### config.mk
export PLATFORM = sky130hd
export DESIGN_NAME = aux_control_dual_pointer
export DESIGN_NICKNAME = d
export VERILOG_FILES = /design/src/core/aux_control_pkg.sv /design/src/core/aux_control_dual_pointer.sv
export SDC_FILE = /design/constraint.sdc
export NUM_CORES = 1
export LEC_CHECK = 0
export ABC_CLOCK_PERIOD_IN_PS = 3750
export BUFFER_PORTS_ARGS = -buffer_cell sky130_fd_sc_hd__buf_4
export CAP_MARGIN = 15
export CORE_MARGIN = 5
export CORE_UTILIZATION = 40
export DETAILED_ROUTE_END_ITERATION = 8
export GPL_TIMING_DRIVEN = 1
export REMOVE_ABC_BUFFERS = 1
export SETUP_SLACK_MARGIN = 0.02
export SLEW_MARGIN = 40
export SYNTH_ARGS = -nofsm -noshare
export SYNTH_HDL_FRONTEND = slang
export SYNTH_SLANG_ARGS = --single-unit
### constraint.sdc
create_clock -name ref_clk -period 3.75 [get_ports ref_clk]
set_input_delay 0.75 -clock ref_clk [delete_from_list [all_inputs] [get_ports ref_clk]]
set_output_delay 0.75 -clock ref_clk [all_outputs]
set_load 0.02 [all_outputs]
### src/core/aux_control_pkg.sv
// constants shared by the auxiliary control and dual pointer block
package aux_control_pkg;

  // ---------------------------------------------------------------
  // register indices and byte addresses
  // ---------------------------------------------------------------
  localparam logic [7:0]  AUX_CONTROL_INDEX  = 8'ha2;
  localparam logic [7:0]  PTR_LOW_INDEX      = 8'h82;
  localparam logic [7:0]  PTR_HIGH_INDEX     = 8'h83;
  localparam int          ADDR_W             = 12;
  localparam logic [11:0] AUX_CONTROL_ADDR   = {2'h0, AUX_CONTROL_INDEX, 2'h0};
  localparam logic [11:0] PTR_LOW_ADDR       = {2'h0, PTR_LOW_INDEX, 2'h0};
  localparam logic [11:0] PTR_HIGH_ADDR      = {2'h0, PTR_HIGH_INDEX, 2'h0};
  localparam logic [11:0] COMMAND_ADDR       = 12'h300;
  localparam logic [11:0] RESULT_ADDR        = 12'h304;
  localparam logic [11:0] STATUS_ADDR        = 12'h308;

  // ---------------------------------------------------------------
  // aux control fields
  // ---------------------------------------------------------------
  localparam logic [7:0] AUX_CONTROL_RESET  = 8'h00;
  localparam int         SELECT_BIT         = 0;
  localparam int         ZERO_BIT           = 2;
  localparam int         SOFT_RESET_BIT     = 3;
  localparam int         BROWNOUT_OFF_BIT   = 6;
  localparam logic [7:0] AUX_STORED_MASK    = 8'hf3;

  // ---------------------------------------------------------------
  // command register fields and opcodes
  // ---------------------------------------------------------------
  localparam logic [2:0] OP_INC_POINTER     = 3'h1;
  localparam logic [2:0] OP_LOAD_POINTER    = 3'h2;
  localparam logic [2:0] OP_CODE_READ       = 3'h3;
  localparam logic [2:0] OP_EXT_READ        = 3'h4;
  localparam logic [2:0] OP_JUMP            = 3'h5;
  localparam logic [2:0] OP_INC_AUX         = 3'h6;

  // ---------------------------------------------------------------
  // code and configuration space
  // ---------------------------------------------------------------
  localparam logic [15:0] SIG_ADDR_0        = 16'hfc30;
  localparam logic [15:0] SIG_ADDR_1        = 16'hfc31;
  localparam logic [15:0] SIG_ADDR_2        = 16'hfc60;
  localparam logic [15:0] CUSTOMER_BASE     = 16'hfce0;
  localparam logic [15:0] CUSTOMER_LAST     = 16'hfcff;
  localparam logic [15:0] CONFIG_ONE_ADDR   = 16'hfd00;
  localparam logic [15:0] FETCH_RESET_ADDR  = 16'h0000;
  localparam logic [7:0]  ERASED_BYTE       = 8'hff;

  // ---------------------------------------------------------------
  // serial programming frame
  // ---------------------------------------------------------------
  localparam logic [7:0] PROG_CMD_WRITE     = 8'h01;
  localparam logic [7:0] PROG_CMD_READ      = 8'h02;
  localparam logic [5:0] PROG_ADDR_DONE     = 6'd24;
  localparam logic [5:0] PROG_FRAME_DONE    = 6'd32;

  localparam logic [1:0] RESP_OKAY          = 2'b00;
  localparam logic [1:0] RESP_SLVERR        = 2'b10;

endpackage

### src/core/aux_control_dual_pointer.sv
// auxiliary control register, dual data pointers and code-space reads
//
// Implementation choice: the AXI4-Lite register port.
`timescale 1ns/1ps
`default_nettype none

module aux_control_dual_pointer #(
  parameter logic [7:0] SIG_BYTE_0    = 8'h5a, // arbitrary value
  parameter logic [7:0] SIG_BYTE_1    = 8'h3c, // arbitrary value
  parameter logic [7:0] SIG_BYTE_2    = 8'h96, // arbitrary value
  parameter int         CUSTOMER_SIZE = 32
) (
  input  wire logic                               ref_clk,
  input  wire logic                               rst,
  input  wire logic [aux_control_pkg::ADDR_W-1:0] s_axi_awaddr,
  input  wire logic                               s_axi_awvalid,
  output logic                                    s_axi_awready,
  input  wire logic [31:0]                        s_axi_wdata,
  input  wire logic [3:0]                         s_axi_wstrb,
  input  wire logic                               s_axi_wvalid,
  output logic                                    s_axi_wready,
  output logic [1:0]                              s_axi_bresp,
  output logic                                    s_axi_bvalid,
  input  wire logic                               s_axi_bready,
  input  wire logic [aux_control_pkg::ADDR_W-1:0] s_axi_araddr,
  input  wire logic                               s_axi_arvalid,
  output logic                                    s_axi_arready,
  output logic [31:0]                             s_axi_rdata,
  output logic [1:0]                              s_axi_rresp,
  output logic                                    s_axi_rvalid,
  input  wire logic                               s_axi_rready,
  output logic                                    chipReset,
  output logic [15:0]                             fetchAddr,
  output logic                                    brownoutEnable,
  input  wire logic                               progMode,
  input  wire logic                               progClk,
  input  wire logic                               progDataIn,
  output logic                                    progDataOut,
  output logic                                    progDataOeN
);
  import aux_control_pkg::*;

  // ---------------------------------------------------------------
  // state
  // ---------------------------------------------------------------
  logic [7:0]              auxControl;
  logic [15:0]             pointer [2];
  logic                    softResetPending;
  logic                    sfrReset;
  logic [7:0]              resultByte;
  logic [7:0]              customerArea [CUSTOMER_SIZE];
  logic [7:0]              configOne;
  logic                    awHeld;
  logic                    wHeld;
  logic [ADDR_W-1:0]       awAddr;
  logic [31:0]             wData;
  logic [3:0]              wStrb;
  logic                    doWrite;
  logic                    writeHit;
  logic                    sel;
  logic [15:0]             selPointer;
  logic [2:0]              cmdOp;
  logic [7:0]              cmdAcc;
  logic [15:0]             cmdAddr;
  logic [7:0]              codeByte;
  logic [7:0]              extByte;
  logic                    progClkPrev;
  logic                    progRise;
  logic [5:0]              progCount;
  logic [7:0]              progCmd;
  logic [15:0]             progAddr;
  logic [7:0]              progShift;

  // ---------------------------------------------------------------
  // soft reset
  // ---------------------------------------------------------------
  // the bit is never stored, so it reads zero after the reset
  always_ff @(posedge ref_clk) begin
    if (rst) begin
      softResetPending <= 1'b0;
    end else begin
      softResetPending <= doWrite && awAddr == AUX_CONTROL_ADDR &&
                          wStrb[0] && wData[SOFT_RESET_BIT];
    end
  end

  assign sfrReset  = rst || softResetPending;
  assign chipReset = sfrReset;

  // ---------------------------------------------------------------
  // bus write side
  // ---------------------------------------------------------------
  assign s_axi_awready = !awHeld && !s_axi_bvalid;
  assign s_axi_wready  = !wHeld && !s_axi_bvalid;
  assign doWrite       = awHeld && wHeld && !s_axi_bvalid;

  always_ff @(posedge ref_clk) begin
    if (rst) begin
      awHeld <= 1'b0;
      awAddr <= '0;
    end else if (s_axi_awvalid && s_axi_awready) begin
      awHeld <= 1'b1;
      awAddr <= s_axi_awaddr;
    end else if (doWrite) begin
      awHeld <= 1'b0;
    end
  end

  always_ff @(posedge ref_clk) begin
    if (rst) begin
      wHeld <= 1'b0;
      wData <= '0;
      wStrb <= '0;
    end else if (s_axi_wvalid && s_axi_wready) begin
      wHeld <= 1'b1;
      wData <= s_axi_wdata;
      wStrb <= s_axi_wstrb;
    end else if (doWrite) begin
      wHeld <= 1'b0;
    end
  end

  assign writeHit = awAddr == AUX_CONTROL_ADDR || awAddr == PTR_LOW_ADDR ||
                    awAddr == PTR_HIGH_ADDR || awAddr == COMMAND_ADDR;

  always_ff @(posedge ref_clk) begin
    if (rst) begin
      s_axi_bvalid <= 1'b0;
      s_axi_bresp  <= RESP_OKAY;
    end else if (doWrite) begin
      s_axi_bvalid <= 1'b1;
      s_axi_bresp  <= writeHit ? RESP_OKAY : RESP_SLVERR;
    end else if (s_axi_bready) begin
      s_axi_bvalid <= 1'b0;
    end
  end

  // ---------------------------------------------------------------
  // aux control register
  // ---------------------------------------------------------------
  assign cmdOp   = wData[2:0];
  assign cmdAcc  = wData[15:8];
  assign sel     = auxControl[SELECT_BIT];

  // an increment flips the select only: the carry must not reach bit 1
  always_ff @(posedge ref_clk) begin
    if (sfrReset) begin
      auxControl <= AUX_CONTROL_RESET;
    end else if (doWrite && awAddr == AUX_CONTROL_ADDR && wStrb[0]) begin
      auxControl <= wData[7:0] & AUX_STORED_MASK;
    end else if (doWrite && awAddr == COMMAND_ADDR && wStrb[0] &&
                 cmdOp == OP_INC_AUX) begin
      auxControl[SELECT_BIT] <= !auxControl[SELECT_BIT];
    end
  end

  assign brownoutEnable = !auxControl[BROWNOUT_OFF_BIT];

  // ---------------------------------------------------------------
  // dual data pointers
  // ---------------------------------------------------------------
  assign selPointer = pointer[sel];
  assign cmdAddr    = selPointer + {8'h00, cmdAcc};

  for (genvar i = 0; i < 2; i++) begin : g_pointer
    always_ff @(posedge ref_clk) begin
      if (sfrReset) begin
        pointer[i] <= 16'h0000;
      end else if (doWrite && sel == 1'(i)) begin
        if (awAddr == PTR_LOW_ADDR && wStrb[0]) begin
          pointer[i][7:0] <= wData[7:0];
        end else if (awAddr == PTR_HIGH_ADDR && wStrb[0]) begin
          pointer[i][15:8] <= wData[7:0];
        end else if (awAddr == COMMAND_ADDR && wStrb[0]) begin
          if (cmdOp == OP_INC_POINTER) begin
            pointer[i] <= pointer[i] + 16'h0001;
          end else if (cmdOp == OP_LOAD_POINTER && wStrb[3:2] == 2'b11) begin
            pointer[i] <= wData[31:16];
          end
        end
      end
    end
  end

  // ---------------------------------------------------------------
  // code and external reads
  // ---------------------------------------------------------------
  // main program memory lies outside this block and reads erased
  always_comb begin
    codeByte = ERASED_BYTE;
    if (cmdAddr == SIG_ADDR_0) begin
      codeByte = SIG_BYTE_0;
    end else if (cmdAddr == SIG_ADDR_1) begin
      codeByte = SIG_BYTE_1;
    end else if (cmdAddr == SIG_ADDR_2) begin
      codeByte = SIG_BYTE_2;
    end else if (cmdAddr >= CUSTOMER_BASE && cmdAddr <= CUSTOMER_LAST) begin
      codeByte = customerArea[cmdAddr[4:0]];
    end
  end

  // no external data bus: only the configuration byte answers
  always_comb begin
    extByte = 8'h00;
    if (selPointer == CONFIG_ONE_ADDR) begin
      extByte = configOne;
    end
  end

  always_ff @(posedge ref_clk) begin
    if (sfrReset) begin
      resultByte <= 8'h00;
    end else if (doWrite && awAddr == COMMAND_ADDR && wStrb[0]) begin
      if (cmdOp == OP_CODE_READ) begin
        resultByte <= codeByte;
      end else if (cmdOp == OP_EXT_READ) begin
        resultByte <= extByte;
      end
    end
  end

  // ---------------------------------------------------------------
  // instruction fetch address
  // ---------------------------------------------------------------
  always_ff @(posedge ref_clk) begin
    if (sfrReset) begin
      fetchAddr <= FETCH_RESET_ADDR;
    end else if (doWrite && awAddr == COMMAND_ADDR && wStrb[0] &&
                 cmdOp == OP_JUMP) begin
      fetchAddr <= cmdAddr;
    end
  end

  // ---------------------------------------------------------------
  // bus read side
  // ---------------------------------------------------------------
  assign s_axi_arready = !s_axi_rvalid;

  always_ff @(posedge ref_clk) begin
    if (rst) begin
      s_axi_rvalid <= 1'b0;
      s_axi_rdata  <= '0;
      s_axi_rresp  <= RESP_OKAY;
    end else if (s_axi_arvalid && s_axi_arready) begin
      s_axi_rvalid <= 1'b1;
      s_axi_rresp  <= RESP_OKAY;
      case (s_axi_araddr)
        AUX_CONTROL_ADDR: begin
          s_axi_rdata <= {24'h0, auxControl};
        end
        PTR_LOW_ADDR: begin
          s_axi_rdata <= {24'h0, selPointer[7:0]};
        end
        PTR_HIGH_ADDR: begin
          s_axi_rdata <= {24'h0, selPointer[15:8]};
        end
        COMMAND_ADDR: begin
          s_axi_rdata <= 32'h0;
        end
        RESULT_ADDR: begin
          s_axi_rdata <= {24'h0, resultByte};
        end
        STATUS_ADDR: begin
          s_axi_rdata <= {fetchAddr, selPointer};
        end
        default: begin
          s_axi_rdata <= 32'h0;
          s_axi_rresp <= RESP_SLVERR;
        end
      endcase
    end else if (s_axi_rready) begin
      s_axi_rvalid <= 1'b0;
    end
  end

  // ---------------------------------------------------------------
  // two-pin serial programming
  // ---------------------------------------------------------------
  // frame: 8 command bits, 16 address bits, 8 data bits, msb first;
  // the customer bytes survive both resets; the configuration byte survives only the soft reset
  assign progRise = progClk && !progClkPrev;

  always_ff @(posedge ref_clk) begin
    if (rst) begin
      progClkPrev <= 1'b0;
    end else begin
      progClkPrev <= progClk;
    end
  end

  always_ff @(posedge ref_clk) begin
    if (rst || !progMode) begin
      progCount   <= '0;
      progCmd     <= '0;
      progAddr    <= '0;
      progShift   <= '0;
      progDataOeN <= 1'b1;
      progDataOut <= 1'b0;
    end else if (progRise && progCount != PROG_FRAME_DONE) begin
      progCount <= progCount + 6'd1;
      if (progCount < 6'd8) begin
        progCmd <= {progCmd[6:0], progDataIn};
      end else if (progCount < PROG_ADDR_DONE) begin
        progAddr <= {progAddr[14:0], progDataIn};
      end else begin
        progShift <= {progShift[6:0], progDataIn};
      end
      if (progCount == PROG_ADDR_DONE - 6'd1 && progCmd == PROG_CMD_READ) begin
        progDataOeN <= 1'b0;
      end else if (progCount == PROG_FRAME_DONE - 6'd1) begin
        progDataOeN <= 1'b1;
      end
    end else if (progDataOeN == 1'b0) begin
      progDataOut <= progReadBit(progAddr, 3'd7 - progCount[2:0]);
    end
  end

  function automatic logic progReadBit(input logic [15:0] a,
                                       input logic [2:0]  n);
    logic [7:0] v;
    v = ERASED_BYTE;
    if (a == SIG_ADDR_0) begin
      v = SIG_BYTE_0;
    end else if (a == SIG_ADDR_1) begin
      v = SIG_BYTE_1;
    end else if (a == SIG_ADDR_2) begin
      v = SIG_BYTE_2;
    end else if (a >= CUSTOMER_BASE && a <= CUSTOMER_LAST) begin
      v = customerArea[a[4:0]];
    end else if (a == CONFIG_ONE_ADDR) begin
      v = configOne;
    end
    return v[n];
  endfunction

  // programmed together with the main code space, one byte per frame
  always_ff @(posedge ref_clk) begin
    if (progMode && progRise && progCount == PROG_FRAME_DONE - 6'd1 &&
        progCmd == PROG_CMD_WRITE) begin
      if (progAddr >= CUSTOMER_BASE && progAddr <= CUSTOMER_LAST) begin
        customerArea[progAddr[4:0]] <= {progShift[6:0], progDataIn};
      end
    end
  end

  always_ff @(posedge ref_clk) begin
    if (rst) begin
      configOne <= ERASED_BYTE;
    end else if (progMode && progRise && progCount == PROG_FRAME_DONE - 6'd1 &&
                 progCmd == PROG_CMD_WRITE && progAddr == CONFIG_ONE_ADDR) begin
      configOne <= {progShift[6:0], progDataIn};
    end
  end

endmodule

`default_nettype wire

==> out/qor.txt, run 1 <==
Synth unique cells: 79
Placed cell areas: 24400 um^2
Max-slew headroom: 0.493
Synthesized area: 22000 um^2
Routed Antenna Nets: 0
Fin crit period: 3610 ps
Clock Path Buffers: 3
Routed Wire Length: 64700 um
Wire length of the first global-routing pass: 97000 um
Hold_buf cts: 0
Final core area utilization: 0.473
Clk slew on worst S/H paths: 60 ps
Core area: 54900 um^2
Setup slack, reg-to-reg: 140 ps
DR iter-0 viols: 1652
Worst Max-Slew Pin Slew: 739 ps
Die Wd: 245 um
FF-to-FF path depth: 11
GR Util All Layers: 0.210
Hold Worst Slack: 351 ps
Hold Crit Class: input port to flip-flop
CTS Buf Count: 51
Yosys reg bits: 458
PortBufs: 127
WP data required: 4210 ps
DIE AREA: 59900 um^2
Avg Synthesized Cell Area: 12.2 um^2
Diode count: 0
Area Growth Syn to Fin: 17.9%
Fraction of layout cells with a size suffix above 1: 0.250
Synth Instances: 1799
Final HPWL from detailed placement: 46100 um
Residual DRC count: 0
Initial Utilization: 0.401
Final period utilization: 0.962
Critical Path, Cell by Cell: mux2_2 > ha_4 > inv_1 > fa_4 > buf_12 > mux4_2 > mux2_2 > a21oi_1 > o211ai_1 > a21oi_1 > o22ai_1
Nets: 2060
Post-synth top flop: edfxtp_1
Pwr dens: 419 nW/um^2
Setup crit end kind: flip-flop
Reg2reg start: pointer[0][0]$_DFFE_PP_
Final Hold Vio Count: 0
Vias/cell: 5.83
WP data arrival: 4070 ps
Yosys warns: 0
Hold path depth: 2
Maximum VDD drop: 403 uV
Crit path launch type: flip-flop
Clk sinks: 458
Slew Limit Fails: 0
Max cap viols: 0
Layout Skew: 25.1 ps
Post-synth ARST share: 0
Vias in the first global route: 15.6k
Pin count of the biggest net entering global routing: 96
Leakage Power: 9.61 nW
Die height: 245 um
RSZ-0062 raised after global routing: false
Crit Path Max Fanout: 33
Setup TNS: 0 ps
Slowest CP cell: fa_4
DR vias: 15.8k
Wirelength per Cell: 23.8 um
Post-synthesis sequential area ratio: 0.547
Grt total ovfl: 0
Final RePlAce weighted congestion: 0.925
Row Count: 86
Setup Viol. Count Final: 0
Total design power: 10.9 mW
CTS tree: yes
Hold endpoint: s_axi_rvalid$_SDFFE_PP0P_
Final instance area: 26000 um^2
H-tree depth: 2
Ports: 131
Clock Latency Late Sink: 580 ps
RR Endpoint: resultByte[0]$_SDFFE_PN0P_
Setup CP Type: flip-flop to flip-flop
Hold Path Origin: s_axi_rready
TritonRoute pass-1 iters: 6
EDFF count, synth: 288
Initial antenna violation count: 1
Status: finished, final reports clean
Root Buffer: clkbuf_16
Slowest stage delay, CP: 860 ps
Fmax achieved: 0.277 GHz
[per-layer routing]
layer / up-vias / global-route usage / routed length, um
li1: 7180 / - / -
met1: 7881 / 0.279 / 26600
met2: 634 / 0.352 / 31300
met3: 146 / 0.0329 / 4210
met4: 0 / 0.0776 / 2510
met5: - / 0 / 0
[how the worst max path moves through the flow]
stage | start | to | depth (start not counted)
6_report | pointer[0][0]$_DFFE_PP_ | resultByte[0]$_SDFFE_PN0P_ | 11
3_5_place_dp | pointer[0][0]$_DFFE_PP_ | resultByte[0]$_SDFFE_PN0P_ | 11
3_3_place_gp | pointer[0][0]$_DFFE_PP_ | resultByte[7]$_SDFFE_PN0P_ | 13
2_1_floorplan | flip-flop | resultByte[3]$_SDFFE_PN0P_ | 9
4_1_cts | pointer[0][0]$_DFFE_PP_ | resultByte[0]$_SDFFE_PN0P_ | 11
5_1_grt | pointer[0][0]$_DFFE_PP_ | resultByte[3]$_SDFFE_PN0P_ | 13
[cell usage after synthesis (14+ instances only)]
library cell | number | area, um^2
nor3_1 | 17 | 85.1
nand2_1 | 207 | 777
nand4_1 | 14 | 87.6
edfxtp_1 | 288 | 8650
dfxtp_1 | 170 | 3400
a211oi_1 | 14 | 105
a21oi_1 | 118 | 591
inv_1 | 22 | 82.6
mux2_2 | 20 | 225
mux2i_1 | 83 | 831
and3_1 | 14 | 87.6
xor2_1 | 21 | 184
o21ai_0 | 28 | 140
buf_2 | 29 | 145
xnor2_1 | 21 | 184
o211ai_1 | 16 | 120
mux4_2 | 128 | 2880
nand3_1 | 35 | 175
clkbuf_1 | 76 | 285
nor4_1 | 14 | 87.6
a22oi_1 | 45 | 338
nor2b_1 | 33 | 206
nor2_1 | 194 | 728
[layout by cell type (no fill, tap or decap), drive strengths merged, types with 7 or more instances in the layout]
master | synthesis | final
a211o | 10 | 10
a211oi | 15 | 15
a21oi | 118 | 118
a222oi | 8 | 8
a22oi | 45 | 45
a31oi | 13 | 13
and2 | 7 | 7
and3 | 14 | 14
buf | 40 | 240
clkbuf | 76 | 74
clkinv | 3 | 13
dfxtp | 170 | 170
edfxtp | 288 | 288
ha | 12 | 12
inv | 22 | 24
mux2 | 20 | 20
mux2i | 83 | 83
mux4 | 128 | 128
nand2 | 208 | 208
nand2b | 12 | 12
nand3 | 35 | 35
nand3b | 8 | 8
nand4 | 14 | 14
nor2 | 196 | 196
nor2b | 33 | 33
nor3 | 22 | 22
nor3b | 7 | 7
nor4 | 16 | 16
nor4b | 7 | 7
o211ai | 16 | 16
o21ai | 28 | 28
or2 | 7 | 7
or3 | 8 | 8
xnor2 | 21 | 21
xor2 | 21 | 21
[cell type report]
| type | count | area (um^2) |
|---|---|---|
| fillers | 4840 | 28900 |
| clock buffers | 74 | 1480 |
| repair buffers | 240 | 1890 |
| clock inverters | 16 | 96.3 |
| well taps | 704 | 881 |
| inverters | 25 | 93.8 |
| flip-flops and latches | 458 | 12100 |
| multi-input cells | 1201 | 9470 |
[metrics by stage]
step	cells	setup WS [ps]
floorplan	1684	-1850
global placement	2627	99.0
detailed placement	2627	75.5
CTS	2717	31.4
global route	2718	20.7
finish	2718	141
[what timing repair did]
action                                  4_1_cts  5_1_grt
endpoints found under the setup margin        0        7
buffers inserted                              0        1
resized for setup                             0        2
[kinds of logic (layout without fill, tap and decap cells)]
kind of cell,after synthesis,count (layout),synth area share
XOR/XNOR,42,42,0.0167
AND/OR/NAND/NOR,608,608,0.131
AO/OA/AOI/OAI,305,305,0.0919
multiplexers,231,231,0.179
other,1,2,0.000170
adder cells (fa/ha/maj),13,13,0.00773
flip-flops,458,458,0.547
buffers and inverters,141,355,0.0270
[worst max-delay path, delay by kind of cell, from the launching register on]
| kind | cells | cell delay, ps |
|---|---|---|
| fa+ha+maj | 2 | 1010 |
| mux | 3 | 930 |
| compound gates | 4 | 830 |
| flops | 1 | 380 |
| buf+inv | 2 | 290 |
[registers in the layout, summed over array words and instances (netlist names), 3 cells and up, named ones only]
signal / cells
auxControl: 6
awAddr: 12
configOne: 8
customerArea: 256
fetchAddr: 16
pointer: 32
progAddr: 16
progCmd: 8
progCount: 6
progShift: 7
resultByte: 8
s_axi_rdata: 32
wData: 32
wStrb: 3
[report_power, final]
part	switching [mW]	total (mW)	internal, mW
Combinational	0.427	0.741	0.314
Sequential	0.0715	5.43	5.36
Clock	1.99	4.71	2.72
No activity file was read; power rests on OpenSTA's default activity.
==> run 2, diff against run 1 <==
- ABC_CLOCK_PERIOD_IN_PS: 3750 -> 3550
- CORE_ASPECT_RATIO: not set -> 1.4
- clock period: 3.75 -> 3.55 ns (I/O delays scaled with it)
==> run 2 against run 1 <==
Clock power rose by 5.1%. Cell area rose by 1.6%. Sequential cell count did not move. Clock skew fell by 4.1 ps. Maximum frequency rose by 3.1%.
==> out/qor.txt, run 2 (synthesized netlist as in run 1, its figures left out) <==
Status: finished, final reports clean (unchanged)
Die Wd: 208 um (was 245 um)
Maximum VDD drop: 304 uV (was 403 uV)
Reg2reg start: pointer[0][0]$_DFFE_PP_ (unchanged)
Routed Wire Length: 67700 um (was 64700 um)
Setup CP Type: flip-flop to flip-flop (unchanged)
Initial antenna violation count: 0 (was 1)
Worst path bufs/invs: 3 (was 2)
Worst Max-Slew Pin Slew: 823 ps (was 739 ps)
Final period utilization: 0.986 (was 0.962)
Setup slack, reg-to-reg: 50 ps (was 140 ps)
WP data arrival: 3930 ps (was 4070 ps)
Final RePlAce weighted congestion: 0.923 (was 0.925)
Final Non-Filler Cells: 2763 (was 2718)
Hold Path Origin: s_axi_rready (unchanged)
Initial Utilization: 0.404 (was 0.401)
Slowest stage delay, CP: 710 ps (was 860 ps)
Slew Limit Fails: 0 (unchanged)
Wirelength per Cell: 24.5 um (was 23.8 um)
Final HPWL from detailed placement: 48600 um (was 46100 um)
Clk slew on worst S/H paths: 60 ps (about the same)
Row Count: 101 (was 86)
Dpl cells: 2662 (was 2627)
Slowest CP cell: fa_4 (unchanged)
Final instance area: 26400 um^2 (was 26000 um^2)
Most frequent cells in the layout: 288 x edfxtp_1, 259 x buf_4, 207 x nand2_1 (was 288 x edfxtp_1, 232 x buf_4, 207 x nand2_1)
Hold Crit Class: input port to flip-flop (unchanged)
WP data required: 3980 ps (was 4210 ps)
Switching power: 2.60 mW (was 2.49 mW)
Layout Skew: 21.0 ps (was 25.1 ps)
Final Hold Vio Count: 0 (unchanged)
Ports: 131 (unchanged)
Hold endpoint: s_axi_rvalid$_SDFFE_PP0P_ (unchanged)
Family with the most delay on the worst path: multiplexers (was adder cells)
DR iter-0 viols: 1553 (was 1652)
CTS Buf Count: 45 (was 51)
Leakage Power: 9.79 nW (was 9.61 nW)
Vias/cell: 5.84 (was 5.83)
DR vias: 16.1k (was 15.8k)
Clock Path Buffers: 3 (unchanged)
Residual DRC count: 0 (unchanged)
Clk sinks: 458 (unchanged)
Area Growth Syn to Fin: 19.7% (was 17.9%)
Fmax achieved: 0.286 GHz (was 0.277 GHz)
Diode count: 0 (unchanged)
Pin count of the biggest net entering global routing: 62 (was 96)
Nets: 2089 (was 2060)
Grt total ovfl: 0 (unchanged)
Routed Antenna Nets: 0 (unchanged)
Root Buffer: clkbuf_16 (unchanged)
Pwr dens: 439 nW/um^2 (was 419 nW/um^2)
Fin crit period: 3500 ps (was 3610 ps)
Vias in the first global route: 16.0k (was 15.6k)
TritonRoute pass-1 iters: 5 (was 6)
Internal Power: 8.97 mW (was 8.39 mW)
Commonest non-fill, non-tap cell in the layout: edfxtp_1 (unchanged)
RSZ-0062 raised after global routing: true (was false)
Fraction of layout cells with a size suffix above 1: 0.260 (was 0.250)
Clock share of power: 0.428 (was 0.433)
Critical Path, Cell by Cell: mux2_4 > ha_4 > inv_2 > fa_4 > buf_12 > buf_4 > mux4_2 > mux2i_1 > mux2i_1 > mux2i_1 > a221oi_1 > a21oi_1 > a31oi_1 (was mux2_2 > ha_4 > inv_1 > fa_4 > buf_12 > mux4_2 > mux2_2 > a21oi_1 > o211ai_1 > a21oi_1 > o22ai_1)
Die height: 288 um (was 245 um)
Setup Viol. Count Final: 0 (unchanged)
Sw frac: 0.225 (was 0.229)
Hold_buf cts: 0 (unchanged)
CTS tree: yes (unchanged)
FF-to-FF path depth: 13 (was 11)
Max reg flops: 256 (unchanged)
H-tree depth: 2 (unchanged)
Setup crit end kind: flip-flop (unchanged)
Crit path launch type: flip-flop (unchanged)
PortBufs: 127 (unchanged)
Placed cell areas: 24600 um^2 (was 24400 um^2)
Fillers: 4805 (was 4840)
Comb pwr share: 0.077 (was 0.068)
Clock Latency Late Sink: 570 ps (was 580 ps)
Crit Path Max Fanout: 8 (was 33)
DIE AREA: 59900 um^2 (about the same)
Critical path's most frequent cell: mux2i_1
Wire length of the first global-routing pass: 100000 um (was 97000 um)
Seq pwr share: 0.495 (was 0.499)
RR Endpoint: resultByte[7]$_SDFFE_PN0P_ (was resultByte[0]$_SDFFE_PN0P_)
Max-slew headroom: 0.450 (was 0.493)
Core area: 54500 um^2 (was 54900 um^2)
Dpl ws: -4.67 ps (was 75.5 ps)
PnR worst setup slack: 49.9 ps (was 141 ps)
Hold path depth: 2 (unchanged)
Max cap viols: 0 (unchanged)
GR Util All Layers: 0.217 (was 0.210)
==> run 2: repair_timing <==
action	4_1_cts	5_1_grt
setup buffers	0	15
endpoints found under the setup margin	1	7
pin swaps	1	6
cloned	0	3
gates resized for setup	2	12
==> run 2: cell type report <==
| cell class | instances | area (um^2) | share of cell area |
|---|---|---|---|
| Inverter | 25 | 93.8 | 0.00356 |
| Clock inverter | 15 | 174 | 0.00659 |
| Clock buffer | 68 | 1350 | 0.0510 |
| Sequential cell | 458 | 12100 | 0.457 |
| Tap cell | 721 | 902 | 0.0342 |
| Timing Repair Buffer | 275 | 2280 | 0.0864 |
| Multi-Input combinational cell | 1201 | 9510 | 0.361 |
==> run 2: routing by layer <==
layer  vias up  share of wire  GRT usage
li1       7243              -          -
met2       669           0.53      0.398
met5         -              0          0
met3       151          0.064     0.0318
met1      8085           0.36      0.248
met4         0          0.049      0.101
==> run 2: power groups by stage <==
stage               logic [mW]  registers [mW]  clock network, mW
floorplan                0.451            5.82                  0
global placement         0.824            5.84                  0
detailed placement       0.837            5.84                  0
CTS                      0.841            5.73               5.03
global route             0.957            5.73               5.25
finish                   0.894            5.73               4.95
==> run 2: worst max-delay path by stage <==
stage	endpoint	slack, ps	from	cells after the start
floorplan	resultByte[3]$_SDFFE_PN0P_	-2050	flip-flop	9
global placement	resultByte[3]$_SDFFE_PN0P_	100	flip-flop	13
detailed placement	resultByte[5]$_SDFFE_PN0P_	-5	flip-flop	14
CTS	resultByte[5]$_SDFFE_PN0P_	30	flip-flop	14
global route	resultByte[0]$_SDFFE_PN0P_	-20	pointer[0][0]$_DFFE_PP_	12
finish	resultByte[7]$_SDFFE_PN0P_	50	pointer[0][0]$_DFFE_PP_	13
==> run 2: metrics by stage <==
step	power (mW)	hold WS [ps]	TNS [ps]	util
after global placement	6.67	444	0	0.451
after CTS	11.6	319	0	0.480
after detailed placement	6.68	448	-4.67	0.452
after floorplan	6.27	425	-17610	-
after global routing	11.9	337	-45.9	0.484
final	11.6	344	0	0.484
